**src/hw/srp_pkg.sv**
```systemverilog
// srp_pkg: constants for the refresh and power-state block of a mobile ddr sdram.
// assumes one clock at 100 MHz and commands sampled on its rising edge.
package srp_pkg;
	// ************************************************************
	// clock and timing
	// ************************************************************
	localparam int CLK_PERIOD_PS                = 10000;
	localparam int REFRESH_CYCLE_TIME_PS        = 72000;
	localparam int SELF_REFRESH_EXIT_TIME_PS    = 112500;
	localparam int POWER_DOWN_EXIT_TIME_PS      = 10000;
	localparam int SELF_REFRESH_INTERVAL_CYC    = 780;
	localparam int REFRESH_CYCLE_CYC            = (REFRESH_CYCLE_TIME_PS + CLK_PERIOD_PS - 1) / CLK_PERIOD_PS;
	localparam int SELF_REFRESH_EXIT_CYC_RAW    = (SELF_REFRESH_EXIT_TIME_PS + CLK_PERIOD_PS - 1) / CLK_PERIOD_PS;
	localparam int SELF_REFRESH_EXIT_CYC        = (SELF_REFRESH_EXIT_CYC_RAW < 2) ? 2 : SELF_REFRESH_EXIT_CYC_RAW;
	localparam int POWER_DOWN_EXIT_CYC          = (POWER_DOWN_EXIT_TIME_PS + CLK_PERIOD_PS - 1) / CLK_PERIOD_PS;
	localparam int CNT_W                        = 16;
	localparam int NUM_BANKS                    = 4;
	localparam int BANK_W                       = 2;
	localparam int ROW_W                        = 13;
	localparam int A10_BIT                      = 10;
	// ************************************************************
	// command codes {cs_n, ras_n, cas_n, we_n}
	// ************************************************************
	localparam logic [3:0] CMD_NOP              = 4'h7;
	localparam logic [3:0] CMD_ACTIVE           = 4'h3;
	localparam logic [3:0] CMD_PRECHARGE        = 4'h2;
	localparam logic [3:0] CMD_REFRESH          = 4'h1;
	localparam logic [3:0] CMD_DEEP_SLEEP       = 4'h6;
	localparam logic [3:0] CMD_DESELECT_MASK    = 4'h8;
	typedef enum logic [2:0] {
		ST_IDLE,
		ST_AUTO_REFRESH,
		ST_SELF_REFRESH,
		ST_SELF_EXIT,
		ST_POWER_DOWN,
		ST_PD_EXIT,
		ST_DEEP_SLEEP,
		ST_NEED_INIT
	} srp_state_t;
endpackage

```
**src/hw/srp_core.sv**
```systemverilog
// srp_core: device-side state tracking for refresh, self refresh, power-down and deep sleep.
// assumes the controller keeps its timing obligations; inputs are synchronous to clk.
//
// Contract
// controller sends only nop or inhibit until refresh_cycle_time after refresh.
// controller keeps cke high throughout the auto refresh period.
// all banks idle before refresh; precharge-all with a10 high.
// refresh code with cke low enters self refresh; other inputs ignored.
// self refresh keeps data by internal timer, no external clock needed.
// controller idles all banks before self refresh entry.
// controller holds cke low to stay in self refresh.
// self refresh exit: stable clock, cke high, nop for self_refresh_exit_time.
// controller never uses self refresh instead of scheduled auto refresh.
// cke registered low enters precharge or active power-down by bank state.
// in power-down all inputs except cke are ignored, buffers off.
// cke high with nop or deselect exits power-down; nop until power_down_exit_time.
// controller never enters power-down during a burst.
// controller leaves power-down in time to meet refresh needs.
// controller idles banks, quiets bus, meets precharge_time before deep sleep.
// cke low with cs_n, we_n low, ras_n, cas_n high enters deep sleep.
// deep sleep loses data; exit by cke high and nop, then full init.
// clock frequency changes only while all timings stay met.
// all pending operations finish before the clock stops.
// during clock stop cke high, ck low, ck_n high.
// after clock restart one cycle and a nop before valid commands.
// data, mask and strobe stay high impedance during refresh and precharge.
// each auto refresh is one command; row from internal counter.
// precharge with a10 high closes all banks, else the addressed bank.
// controller tracks open rows to check idle preconditions.
`timescale 1ns/10ps
`default_nettype none
module srp_core
	import srp_pkg::*;
#(
	parameter int N_BANKS = srp_pkg::NUM_BANKS,
	parameter int N_ROWS_W = srp_pkg::ROW_W
) (
	input  wire logic                    clk,
	input  wire logic                    resetn,
	input  wire logic                    cke,
	input  wire logic                    cs_n,
	input  wire logic                    ras_n,
	input  wire logic                    cas_n,
	input  wire logic                    we_n,
	input  wire logic [srp_pkg::BANK_W-1:0] ba,
	input  wire logic [srp_pkg::ROW_W-1:0]  addr,
	output logic                         dq_oe_n,
	output logic                         input_buf_en,
	output logic                         array_powered,
	output logic                         data_valid,
	output logic                         precharge_pd,
	output logic                         active_pd,
	output logic                         self_refresh,
	output logic                         deep_sleep,
	output logic                         refresh_busy,
	output logic                         refresh_pulse,
	output logic [srp_pkg::ROW_W-1:0]    refresh_row
);
	import srp_pkg::*;

	// the refresh length check below counts eight busy cycles literally
	if (N_BANKS != 4 || N_BANKS != (1 << BANK_W) || N_ROWS_W != ROW_W || REFRESH_CYCLE_CYC != 8) begin : g_bad_setup
		$error("srp_core: unsupported geometry or refresh timing");
	end

	function automatic logic is_idle_cmd(input logic [3:0] c);
		is_idle_cmd = c[3] || (c == CMD_NOP);
	endfunction

	// ************************************************************
	// state and counters
	// ************************************************************
	srp_state_t             state_reg;
	logic [CNT_W-1:0]       timer_reg;
	logic [CNT_W-1:0]       sr_tick_reg;
	logic [N_BANKS-1:0]     open_reg;
	logic [ROW_W-1:0]       row_reg;
	logic                   cke_reg;
	logic                   data_ok_reg;
	logic                   pulse_reg;
	logic [3:0]             cmd;
	logic                   bus_on;

	assign cmd    = {cs_n, ras_n, cas_n, we_n};
	// ignoring all but cke while low-power or busy states hold
	assign bus_on = (state_reg == ST_IDLE) || (state_reg == ST_NEED_INIT);

	always_ff @(posedge clk) begin
		if (!resetn) begin
			cke_reg <= 1'b1;
		end else begin
			cke_reg <= cke;
		end
	end

	always_ff @(posedge clk) begin
		if (!resetn) begin
			state_reg <= ST_IDLE;
			timer_reg <= '0;
		end else begin
			case (state_reg)
			ST_IDLE, ST_NEED_INIT: begin
				if (!cke && cke_reg && !cs_n && cmd == CMD_DEEP_SLEEP) begin
					state_reg <= ST_DEEP_SLEEP;
				end else if (!cke && cke_reg && cmd == CMD_REFRESH && open_reg == '0) begin
					state_reg <= ST_SELF_REFRESH;
				end else if (!cke && cke_reg) begin
					state_reg <= ST_POWER_DOWN;
				end else if (cke && cmd == CMD_REFRESH && state_reg == ST_IDLE) begin
					state_reg <= ST_AUTO_REFRESH;
					timer_reg <= CNT_W'(REFRESH_CYCLE_CYC - 1);
				end
			end
			ST_AUTO_REFRESH: begin
				if (timer_reg == '0) begin
					state_reg <= ST_IDLE;
				end else begin
					timer_reg <= timer_reg - 1'b1;
				end
			end
			ST_SELF_REFRESH: begin
				if (cke) begin
					state_reg <= ST_SELF_EXIT;
					timer_reg <= CNT_W'(SELF_REFRESH_EXIT_CYC - 1);
				end
			end
			ST_SELF_EXIT: begin
				if (timer_reg == '0) begin
					state_reg <= ST_IDLE;
				end else begin
					timer_reg <= timer_reg - 1'b1;
				end
			end
			ST_POWER_DOWN: begin
				if (cke && is_idle_cmd(cmd)) begin
					state_reg <= ST_PD_EXIT;
					timer_reg <= CNT_W'(POWER_DOWN_EXIT_CYC - 1);
				end
			end
			ST_PD_EXIT: begin
				if (timer_reg == '0) begin
					state_reg <= ST_IDLE;
				end else begin
					timer_reg <= timer_reg - 1'b1;
				end
			end
			ST_DEEP_SLEEP: begin
				if (cke && is_idle_cmd(cmd)) begin
					state_reg <= ST_NEED_INIT;
				end
			end
			default: begin
				state_reg <= ST_IDLE;
			end
			endcase
		end
	end

	// ************************************************************
	// bank tracking
	// ************************************************************
	always_ff @(posedge clk) begin
		if (!resetn) begin
			open_reg <= '0;
		end else if (state_reg == ST_DEEP_SLEEP) begin
			open_reg <= '0;
		end else if (bus_on && cke && cmd == CMD_ACTIVE) begin
			open_reg[ba] <= 1'b1;
		end else if (bus_on && cke && cmd == CMD_PRECHARGE) begin
			if (addr[A10_BIT]) begin
				open_reg <= '0;
			end else begin
				open_reg[ba] <= 1'b0;
			end
		end
	end

	// ************************************************************
	// internal refresh row counter and self refresh timer
	// ************************************************************
	always_ff @(posedge clk) begin
		if (!resetn) begin
			sr_tick_reg <= '0;
		end else if (state_reg == ST_SELF_REFRESH && sr_tick_reg != CNT_W'(SELF_REFRESH_INTERVAL_CYC - 1)) begin
			sr_tick_reg <= sr_tick_reg + 1'b1;
		end else begin
			sr_tick_reg <= '0;
		end
	end

	// model clock runs here; a real part uses its own oscillator in self refresh
	always_ff @(posedge clk) begin
		if (!resetn) begin
			row_reg   <= '0;
			pulse_reg <= 1'b0;
		end else if ((state_reg == ST_IDLE && cke && cmd == CMD_REFRESH)
		             || (state_reg == ST_SELF_REFRESH && sr_tick_reg == CNT_W'(SELF_REFRESH_INTERVAL_CYC - 1))) begin
			row_reg   <= row_reg + 1'b1;
			pulse_reg <= 1'b1;
		end else begin
			pulse_reg <= 1'b0;
		end
	end

	always_ff @(posedge clk) begin
		if (!resetn) begin
			data_ok_reg <= 1'b0;
		end else if (state_reg == ST_DEEP_SLEEP) begin
			data_ok_reg <= 1'b0;
		end else if (state_reg == ST_IDLE) begin
			data_ok_reg <= 1'b1;
		end
	end

	// ************************************************************
	// outputs
	// ************************************************************
	assign dq_oe_n       = 1'b1;
	assign input_buf_en  = (state_reg != ST_POWER_DOWN) && (state_reg != ST_SELF_REFRESH)
	                       && (state_reg != ST_DEEP_SLEEP);
	assign array_powered = (state_reg != ST_DEEP_SLEEP);
	assign data_valid    = data_ok_reg;
	assign precharge_pd  = (state_reg == ST_POWER_DOWN) && (open_reg == '0);
	assign active_pd     = (state_reg == ST_POWER_DOWN) && (open_reg != '0);
	assign self_refresh  = (state_reg == ST_SELF_REFRESH);
	assign deep_sleep    = (state_reg == ST_DEEP_SLEEP);
	assign refresh_busy  = (state_reg == ST_AUTO_REFRESH);
	assign refresh_pulse = pulse_reg;
	assign refresh_row   = row_reg;

	// ************************************************************
	// checks
	// ************************************************************
	a_refresh_len: assert property (@(posedge clk) disable iff (!resetn)
		$rose(refresh_busy) |-> refresh_busy [*8] ##1 !refresh_busy)
		else $error("refresh period length wrong");
	a_sr_entry: assert property (@(posedge clk) disable iff (!resetn)
		(state_reg == ST_IDLE && cke_reg && !cke && cmd == CMD_REFRESH && open_reg == '0) |=> self_refresh)
		else $error("self refresh not entered");
	a_sr_hold: assert property (@(posedge clk) disable iff (!resetn)
		(self_refresh && !cke) |=> self_refresh)
		else $error("self refresh left with cke low");
	a_pd_kind: assert property (@(posedge clk) disable iff (!resetn)
		(state_reg == ST_POWER_DOWN) |-> (precharge_pd != active_pd))
		else $error("power-down kind inconsistent");
	a_pd_bufs: assert property (@(posedge clk) disable iff (!resetn)
		(state_reg == ST_POWER_DOWN) |-> !input_buf_en)
		else $error("buffers on in power-down");
	a_pd_exit: assert property (@(posedge clk) disable iff (!resetn)
		(state_reg == ST_POWER_DOWN && cke && is_idle_cmd(cmd)) |=> ##[0:3] (state_reg == ST_IDLE))
		else $error("power-down exit late");
	a_dpd_entry: assert property (@(posedge clk) disable iff (!resetn)
		(state_reg == ST_IDLE && cke_reg && !cke && cmd == CMD_DEEP_SLEEP) |=> deep_sleep ##1 !data_valid)
		else $error("deep sleep entry wrong");
	a_dq_hiz: assert property (@(posedge clk) disable iff (!resetn)
		refresh_busy |-> dq_oe_n)
		else $error("data bus driven in refresh");
	a_pre_all: assert property (@(posedge clk) disable iff (!resetn)
		(bus_on && cke && cmd == CMD_PRECHARGE && addr[A10_BIT] && !deep_sleep) |=> (open_reg == '0))
		else $error("precharge all left a bank open");
	a_row_step: assert property (@(posedge clk) disable iff (!resetn)
		refresh_pulse |-> (refresh_row == $past(refresh_row) + 1'b1))
		else $error("refresh row did not advance");
endmodule
`default_nettype wire

```
**config.mk**
```make
export PLATFORM = sky130hd
export DESIGN_NAME = srp_core
export DESIGN_NICKNAME = d
export VERILOG_FILES = /design/src/hw/srp_pkg.sv /design/src/hw/srp_core.sv
export SDC_FILE = /design/constraint.sdc
export NUM_CORES = 1
export LEC_CHECK = 0
export BUFFER_PORTS_ARGS = -buffer_cell sky130_fd_sc_hd__buf_2
export CAP_MARGIN = 5
export CORE_MARGIN = 5
export CORE_UTILIZATION = 25
export CTS_CLUSTER_SIZE = 8
export DETAILED_ROUTE_END_ITERATION = 10
export PLACE_DENSITY_LB_ADDON = 0.3
export SYNTH_ARGS = -nofsm -noshare
export SYNTH_HDL_FRONTEND = slang
export SYNTH_SLANG_ARGS = --single-unit
```
**constraint.sdc**
```tcl
create_clock -name clk -period 6.2 [get_ports clk]
set_input_delay 0.31 -clock clk [delete_from_list [all_inputs] [get_ports clk]]
set_output_delay 0.31 -clock clk [all_outputs]
set_load 0.01 [all_outputs]
```
# After elaboration in Yosys (flattened, before gate mapping)
# Index checks and enable logic that the tools add are counted.
# word_totals
register_bits,55
input_bits,22
out_inout_bits,23
word_cells,104
# classes
n_addsub,3
n_lt_le_gt_ge,2
n_eq_ne,27
n_mux,23
bitwise_logic,4
reduce_logical,37
# op_table
op,n
two-way mux 16 bit,7
case mux 16 bit (4 select lines),1
two-way mux 3 bit,8
logical AND 1 bit,20
"adder 16 x 1 -> 16 bit, second input constant",1
"== test 16 x 10 -> 1 bit, second input constant",1
logical NOT 16 bit,1
"inequality test 16 x 10 -> 1 bit, second input constant",1
"subtractor 16 x 1 -> 16 bit, second input constant",1
case mux 3 bit (5 select lines),1
"inequality test 2 bit, second input constant",7
"adder 13 x 1 -> 13 bit, second input constant",1
"== test 3 bit, second input constant",4
two-way mux 4 bit,3
"== test 4 x 2 -> 1 bit, second input constant",2
"== test 4 x 3 -> 1 bit, second input constant",2
AND reduction 8 bit,1
nonzero test 4 bit,2
"== test 3 x 2 -> 1 bit, second input constant",2
"inequality test 3 bit, second input constant",2
"inequality test 5 bit, second input constant",1
AND reduction 5 bit,1
bitwise AND 4 bit,1
"== test 4 x 1 -> 1 bit, second input constant",1
other kinds (18),24

# Longest topological paths before layout
# Gate-level depths: netlist (run 1).
# depth
depth_word,9
ltp_mapped,7
mapped_depth_nobuf,6

# Worst setup path after synthesis (run 1)
# OpenSTA, ideal clock, no wires.
# synth_path
kind,register to register
startpoint,register timer_reg[7]
endpoint,register timer_reg[15]
setup_time_ns,0.070
t_arrival_ns,2.053
required_time_ns,6.130
slack_ns,4.077
stages_incl_launch_ff,6
n_path_buf,0
period_less_slack_ns,2.123
path_cell_list,dfxtp_1 -> or4_4 -> or3_4 -> or3_1 -> or4_1 -> a21oi_1
# synth_between
elab_chain_cells,3
elab_cells_between_ends,6
classes_between,1 x add/sub; 1 x eq/ne; 2 x mux; 2 x reduce/logical
# synth_rtl
element,line_no,text
"start, declared",srp_core.sv:74,logic [CNT_W-1:0] timer_reg;
"start signal, assigned",srp_core.sv:111,timer_reg <= CNT_W'(REFRESH_CYCLE_CYC - 1);
"start signal, assigned",srp_core.sv:118,timer_reg <= timer_reg - 1'b1;
"start signal, assigned",srp_core.sv:124,timer_reg <= CNT_W'(SELF_REFRESH_EXIT_CYC - 1);
subtractor 16 x 1 -> 16 bit or logical NOT 16 bit (tied branches),--,
two-way mux 16 bit or inequality test 2 bit (tied branches),--,
case mux 16 bit (4 select lines) or AND reduction 8 bit (tied branches),--,
# Several ways; a longest one is shown, not always the timed one. The select of a mux whose other input is x is not followed.
# A chain may end at the register's enable or synchronous reset.

# Worst setup path after layout (run 1)
# layout_path
startpoint,register state_reg[1]
endpoint,"register row_reg[10], in the netlist refresh_row[10]"
# layout_between
elab_chain_cells,4
elab_cells_between_ends,6
classes_between,1 x eq/ne; 5 x reduce/logical
# layout_rtl
element,line_no,text
"start, declared",srp_core.sv:73,srp_state_t state_reg;
"start signal, assigned",srp_core.sv:98,state_reg <= ST_IDLE;
"start signal, assigned",srp_core.sv:104,state_reg <= ST_DEEP_SLEEP;
"start signal, assigned",srp_core.sv:106,state_reg <= ST_SELF_REFRESH;
logical NOT 3 bit,srp_core.sv:196,end else if ((state_reg == ST_IDLE && cke && cmd == CMD_REFRESH)
logical AND 1 bit (2 in a row),srp_core.sv:196,
logical OR 1 bit (*),srp_core.sv:197,|| (state_reg == ST_SELF_REFRESH && sr_tick_reg == CNT_W'(SELF_REFRESH_INTERVAL_CYC - 1))) begin
"end signal, assigned",srp_core.sv:198,row_reg <= row_reg + 1'b1;
"end, declared",srp_core.sv:77,logic [ROW_W-1:0] row_reg;
# Mark *: on every way between the ends. The rest lies on a longest branch, timed or not.

==> qor.yml, run 1 <==
placed_area_um2: 3130
worstHoldPathType: "primary input to register"
fin_crit_sh_pct: 38.0
cts_buffer_depth: 2
fin_area_um2: 3290
synth_edf_count: 0
postCtsSetupBuffers: 0
layout-drive-gt1-share_pct: 15.0
syn_nets: 378
wl_per_cell_um: 13.4
htreeDepth: 2
diodes: 0
drv_slew: 0
yosys_most_used_dff: "dfxtp_1"
setup-tns-final_ps: 0
dp_slack_ps: 3610
core_area_um2: 11300
powerDensity_nw_per_um2: 347
post-route-drc-count: 0
worstMarginPinSlew_ps: 749
synth.avg_cell_area_um2: 8.05
ys_seq_area_share_pct: 38.7
viasPerCell: 5.12
place_hpwl_mm: 5.08
cp_max_fo: 15
ff2ff_path_depth: 5
initialDrtViolationCount: 74
num_rows: 39
routed-via-count: 2673
grt_use_met3_pct: 2.49
r2r_start: "state_reg[1]$_SDFFE_PN0P_"
worstSetupEndpointType: "register"
async_flop_share_pct: 0
use_met2_pct: 16.9
antenna_found_initial: 0
syn_inst: 353
synth_area_um2: 2840
grt_pass1_wl_mm: 11.8
port_buffers: 31
cts_resized: 0
status: "finished, final reports clean"
final_util_pct: 29.1
crit_path_start_kind: "register"
die_w_um: 117
cts_sinks: 55
max_freq_mhz: 424
grt_pass1_vias: 2506
fin_worst_skew_ps: 7.23
die_area_um2: 13600
grt_usage_pct: 10.4
rr_endpoint: "refresh_row[10]$_SDFFE_PN0P_"
clkLatencyLatePin_ps: 290
initial_core_util_pct: 25.2
relSlewSlack_pct: 49.6
grt_util_met1_pct: 13.6
boundaryPins: 45
gp_congestion: 0.820
layout_commonest_cell: "dfxtp_1"
rsz0062_at_grt: "false"
ir_worst_vdd_uv: 158
fin_ws_ps: 3840
numCtsBuffers: 5
area_delta_synth_final_pct: 15.6
hold_start: "resetn"
hold_violations: 0
grt_max_degree: 22
clkTransAtPathRegs_ps: 80
clock_tree.root_cell: "clkbuf_16"
setup_viol: 0
busiest_layer: "met2"
r2r_slack_ps: 3840
yosysUniqueCellTypes: 55
path_class: "register to register"
cp_data_required_time_ps: 6420
fp.dieH_um: 117
finalPower_uw: 1140
min_to: "cke_reg$_SDFF_PN1_"
cts-hold-fix-buffers: 0
yosysWarnings: 0
dr.pass1.iters: 4
cts_tree: "yes"
cp.arrival_ps: 2570
p_leak_uw: 0.00119
ys_seq_elements: 55
holdPathStages: 2
final_cell_mix: "dfxtp_1, a21oi_1, buf_2"
final_nets: 403
drt_wl_total_mm: 7.01
grt-ovfl-total: 0
drtAntennaViolNets: 0
fin_crit_ps: 2360
drv_cap: 0
-- layer usage --
metal	part of all wire, %	up-vias
met2	47	39
met4	1.8	0
met3	3.3	9
met1	48	1273
met5	0	-
li1	-	1352
-- report_power, final --
| group | total [uW] | switching, uW | internal, uW |
|---|---|---|---|
| Clock | 294 | 139 | 156 |
| Sequential | 448 | 52.0 | 396 |
| Combinational | 399 | 237 | 162 |
-- layout make-up --
class                   count  area (um^2)
inverters                  16         60.1
well taps                 143          179
multi-input cells         268         1620
clock buffers               5          125
fillers                  1217         7990
repair buffers             32          163
clock inverters             3         33.8
flip-flops and latches     55         1100
-- worst max path at each step --
stage                                         start                            to  cells past startpoint
after global routing      state_reg[0]$_SDFFE_PN0P_    timer_reg[13]$_SDFFE_PN0P_                      5
after detailed placement                       cs_n    timer_reg[13]$_SDFFE_PN0P_                      6
after global placement                         cs_n    timer_reg[11]$_SDFFE_PN0P_                      6
after CTS                 state_reg[1]$_SDFFE_PN0P_  refresh_row[10]$_SDFFE_PN0P_                      5
after floorplan           timer_reg[7]$_SDFFE_PN0P_    timer_reg[15]$_SDFFE_PN0P_                      5
final                     state_reg[1]$_SDFFE_PN0P_  refresh_row[10]$_SDFFE_PN0P_                      5
-- per-stage QoR --
stage | hold slack (ps) | instances
after floorplan | 413 | 353
after global placement | 427 | 514
final | 320 | 522
after global routing | 338 | 522
after CTS | 320 | 522
after detailed placement | 440 | 514
-- cell families after synthesis --
kind of cell	count (synthesis)	share of synthesized area [%]
AO/OA/AOI/OAI	92	20.1
multiplexers	3	1.06
flip-flops	55	38.7
adder cells (fa/ha/maj)	3	1.32
other	1	0.132
XOR/XNOR	16	4.93
buffers and inverters	30	4.10
AND/OR/NAND/NOR	153	29.6
-- synthesized netlist by cell type (13+ instances only) --
| cell | instances | area (um^2) |
|---|---|---|
| nand3_1 | 15 | 75.1 |
| nand4_1 | 13 | 81.3 |
| nor2_1 | 28 | 105 |
| inv_1 | 15 | 56.3 |
| clkbuf_1 | 13 | 48.8 |
| nand2_1 | 21 | 78.8 |
| o21ai_0 | 24 | 120 |
| dfxtp_1 | 55 | 1100 |
| a21oi_1 | 35 | 175 |
| nor3_1 | 16 | 80.1 |
-- worst max-delay path, stage by stage, from the launching register on --
cell     delay, ps
dfxtp_1        600
or3b_2         530
or2_2          310
o22a_1         280
or4_1          430
a21oi_1        140
(Power assumes the default switching activity.)
==> run 2, diff against run 1 <==
==> constraint.sdc (replaced) <==
create_clock -name clk -period 2.1 [get_ports clk]
set_input_delay 0.105 -clock clk [delete_from_list [all_inputs] [get_ports clk]]
set_output_delay 0.105 -clock clk [all_outputs]
set_load 0.01 [all_outputs]
==> run 2 against run 1 <==
  * The flow now finishes with violations (negative setup slack)
  * Count of clock-buffer cells in the layout is the same
  * Power grew to 3.3 times the previous value
  * Critical endpoint is now timer_reg[15]$_SDFFE_PN0P_
  * Hold slack lost 200 ps
  * Maximum frequency grew 11%
  * Final cell count grew 4.8%
  * Die area is the same
  * Global-route usage grew 0.17 points
  * Clock skew shrank 3.3 ps
==> qor.yml, run 2 (synthesized netlist as in run 1, its figures left out) <==
rr_endpoint: "timer_reg[15]$_SDFFE_PN0P_"
ff2ff_path_depth: 5  # unchanged
grt-ovfl-total: 0  # unchanged
gp_congestion: 0.772  # -5.8%
rsz0062_at_grt: "true"
worstSetupEndpointType: "register"
r2r_slack_ps: -20  # -3870 ps
initialDrtViolationCount: 85  # +15%
grt_usage_pct: 10.6  # +0.17 points
relSlewSlack_pct: 60.6  # +11 points
drv_slew: 0  # unchanged
dr.pass1.iters: 4  # unchanged
cp_data_required_time_ps: 2330  # -4090 ps
layout_commonest_cell: "dfxtp_1"
grt_pass1_vias: 2560  # +2.2%
crit_top_cell: "or3_4"
setup-tns-final_ps: -22.3  # -22.3 ps
clkLatencyLatePin_ps: 290  # about the same
fillers: 1195  # -1.8%
drtAntennaViolNets: 0  # unchanged
powerDensity_nw_per_um2: 1060  # +210%
layout-drive-gt1-share_pct: 21.8  # +6.7 points
worstMarginPinSlew_ps: 586  # -163 ps
wl_per_cell_um: 13.1  # -2.7%
port_buffers: 31  # unchanged
clock_tree.root_cell: "clkbuf_16"
antenna_found_initial: 0  # unchanged
r2r_start: "timer_reg[10]$_SDFFE_PN0P_"
diodes: 0  # unchanged
core_area_um2: 11300  # unchanged
startpoint: "timer_reg[10]$_SDFFE_PN0P_"
routed-via-count: 2729  # +2.1%
path_class: "register to register"
grt_max_degree: 21  # -4.5%
area_delta_synth_final_pct: 23.6
max_stage_delay_ps: 530  # -70 ps
cts_sinks: 55  # unchanged
fp.dieH_um: 117  # unchanged
die_area_um2: 13600  # unchanged
final_nets: 428  # +6.2%
max_freq_mhz: 471  # +11%
critPathCapture: "timer_reg[15]$_SDFFE_PN0P_"
whs_ps: 123  # -197 ps
clkTransAtPathRegs_ps: 80  # about the same
worstHoldPathType: "primary input to register"
fin_crit_ps: 2120  # -235 ps
cts_tree: "yes"
drt_wl_total_mm: 7.15  # +2.0%
cp.arrival_ps: 2350  # -220 ps
die_w_um: 117  # unchanged
fin_crit_sh_pct: 101  # +63 points
path_cells: "or4_4, or3_4, or3_4, or4_1, a21oi_1"
initial_core_util_pct: 25.2  # unchanged
post-route-drc-count: 0  # unchanged
htreeDepth: 2  # unchanged
num_rows: 39  # unchanged
place_hpwl_mm: 5.25  # +3.5%
hold_violations: 0  # unchanged
drv_cap: 0  # unchanged
final_cell_mix: "dfxtp_1, a21oi_1, buf_2"
status: "finished, violations left"
cts_buffer_depth: 2  # unchanged
cts-hold-fix-buffers: 0  # unchanged
fin_ws_ps: -22.3  # -3870 ps
setup_viol: 1  # +1
numCtsBuffers: 5  # unchanged
grt_pass1_wl_mm: 11.8  # unchanged
violations: "negative setup slack"
ir_worst_vdd_uv: 439  # +180%
hold_start: "resetn"
boundaryPins: 45  # unchanged
viasPerCell: 4.99  # -2.6%
fin_worst_skew_ps: 3.98  # -3.25 ps
p_leak_uw: 0.00132  # +11%
cp_max_fo: 5  # -10
cp_slowest_cell: "or4_4"
crit_path_start_kind: "register"
## run 2: cell types whose count changed in the layout (fill, tap and decap cells not counted), sizes merged
cell | before | now
buf | 32 | 57
## run 2: metal layers
| layer | vias up | GRT usage, % | share of wire [%] | routed length, um |
|---|---|---|---|---|
| met2 | 53 | 18.1 | 49 | 3490 |
| met4 | 0 | 2.68 | 0.41 | 29 |
| li1 | 1408 | - | - | - |
| met3 | 2 | 2.44 | 4.1 | 295 |
| met1 | 1266 | 13.5 | 47 | 3330 |
| met5 | - | 0 | 0 | 0 |
## run 2: worst min path at each step
stage          cells after the start  slack (ps)                       end
5_1_grt                            2         120        cke_reg$_SDFF_PN1_
6_report                           2         120        cke_reg$_SDFF_PN1_
4_1_cts                            2         120        cke_reg$_SDFF_PN1_
3_3_place_gp                       2         430        cke_reg$_SDFF_PN1_
3_5_place_dp                       2         430        cke_reg$_SDFF_PN1_
2_1_floorplan                      2         270  open_reg[0]$_SDFFE_PP0P_
## run 2: repair_timing
action,CTS,global route
pin swaps,5,1
resized for setup,3,6
setup buffers,1,0
endpoints found under the setup margin,6,11
## run 2: cell type report
cell class,instances,area (um^2),share of cell area [%]
clock buffers,5,125,3.56
clock inverters,3,33.8,0.962
inverters,16,60.1,1.71
multi-input cells,268,1660,47.4
flip-flops and latches,55,1100,31.3
well taps,143,179,5.09
repair buffers,57,350,9.97
## run 2: critical path, delay by kind of cell, from the launching register on
family           cells  cell delay [ps]
AND/OR/NAND/NOR      4             1620
flip-flops           1              320
AO/OA/AOI/OAI        1              120
## run 2: through the flow
stage | total power (uW) | area [um^2] | std cells | util, % | setup slack (ps)
floorplan | 2240 | 2840 | 353 | - | -22.7
global placement | 2660 | 3310 | 538 | 29.3 | -44.6
detailed placement | 2680 | 3310 | 538 | 29.3 | -51.7
CTS | 3700 | 3500 | 547 | 31.0 | -56.8
global route | 3990 | 3510 | 547 | 31.2 | -62.3
finish | 3730 | 3510 | 547 | 31.2 | -22.3
## run 2: power breakdown
group / internal [uW] / total [uW] / switching [uW]
clock: 460 / 885 / 425
sequential: 1170 / 1280 / 114
combinational: 737 / 1560 / 824
total: 2370 / 3730 / 1360
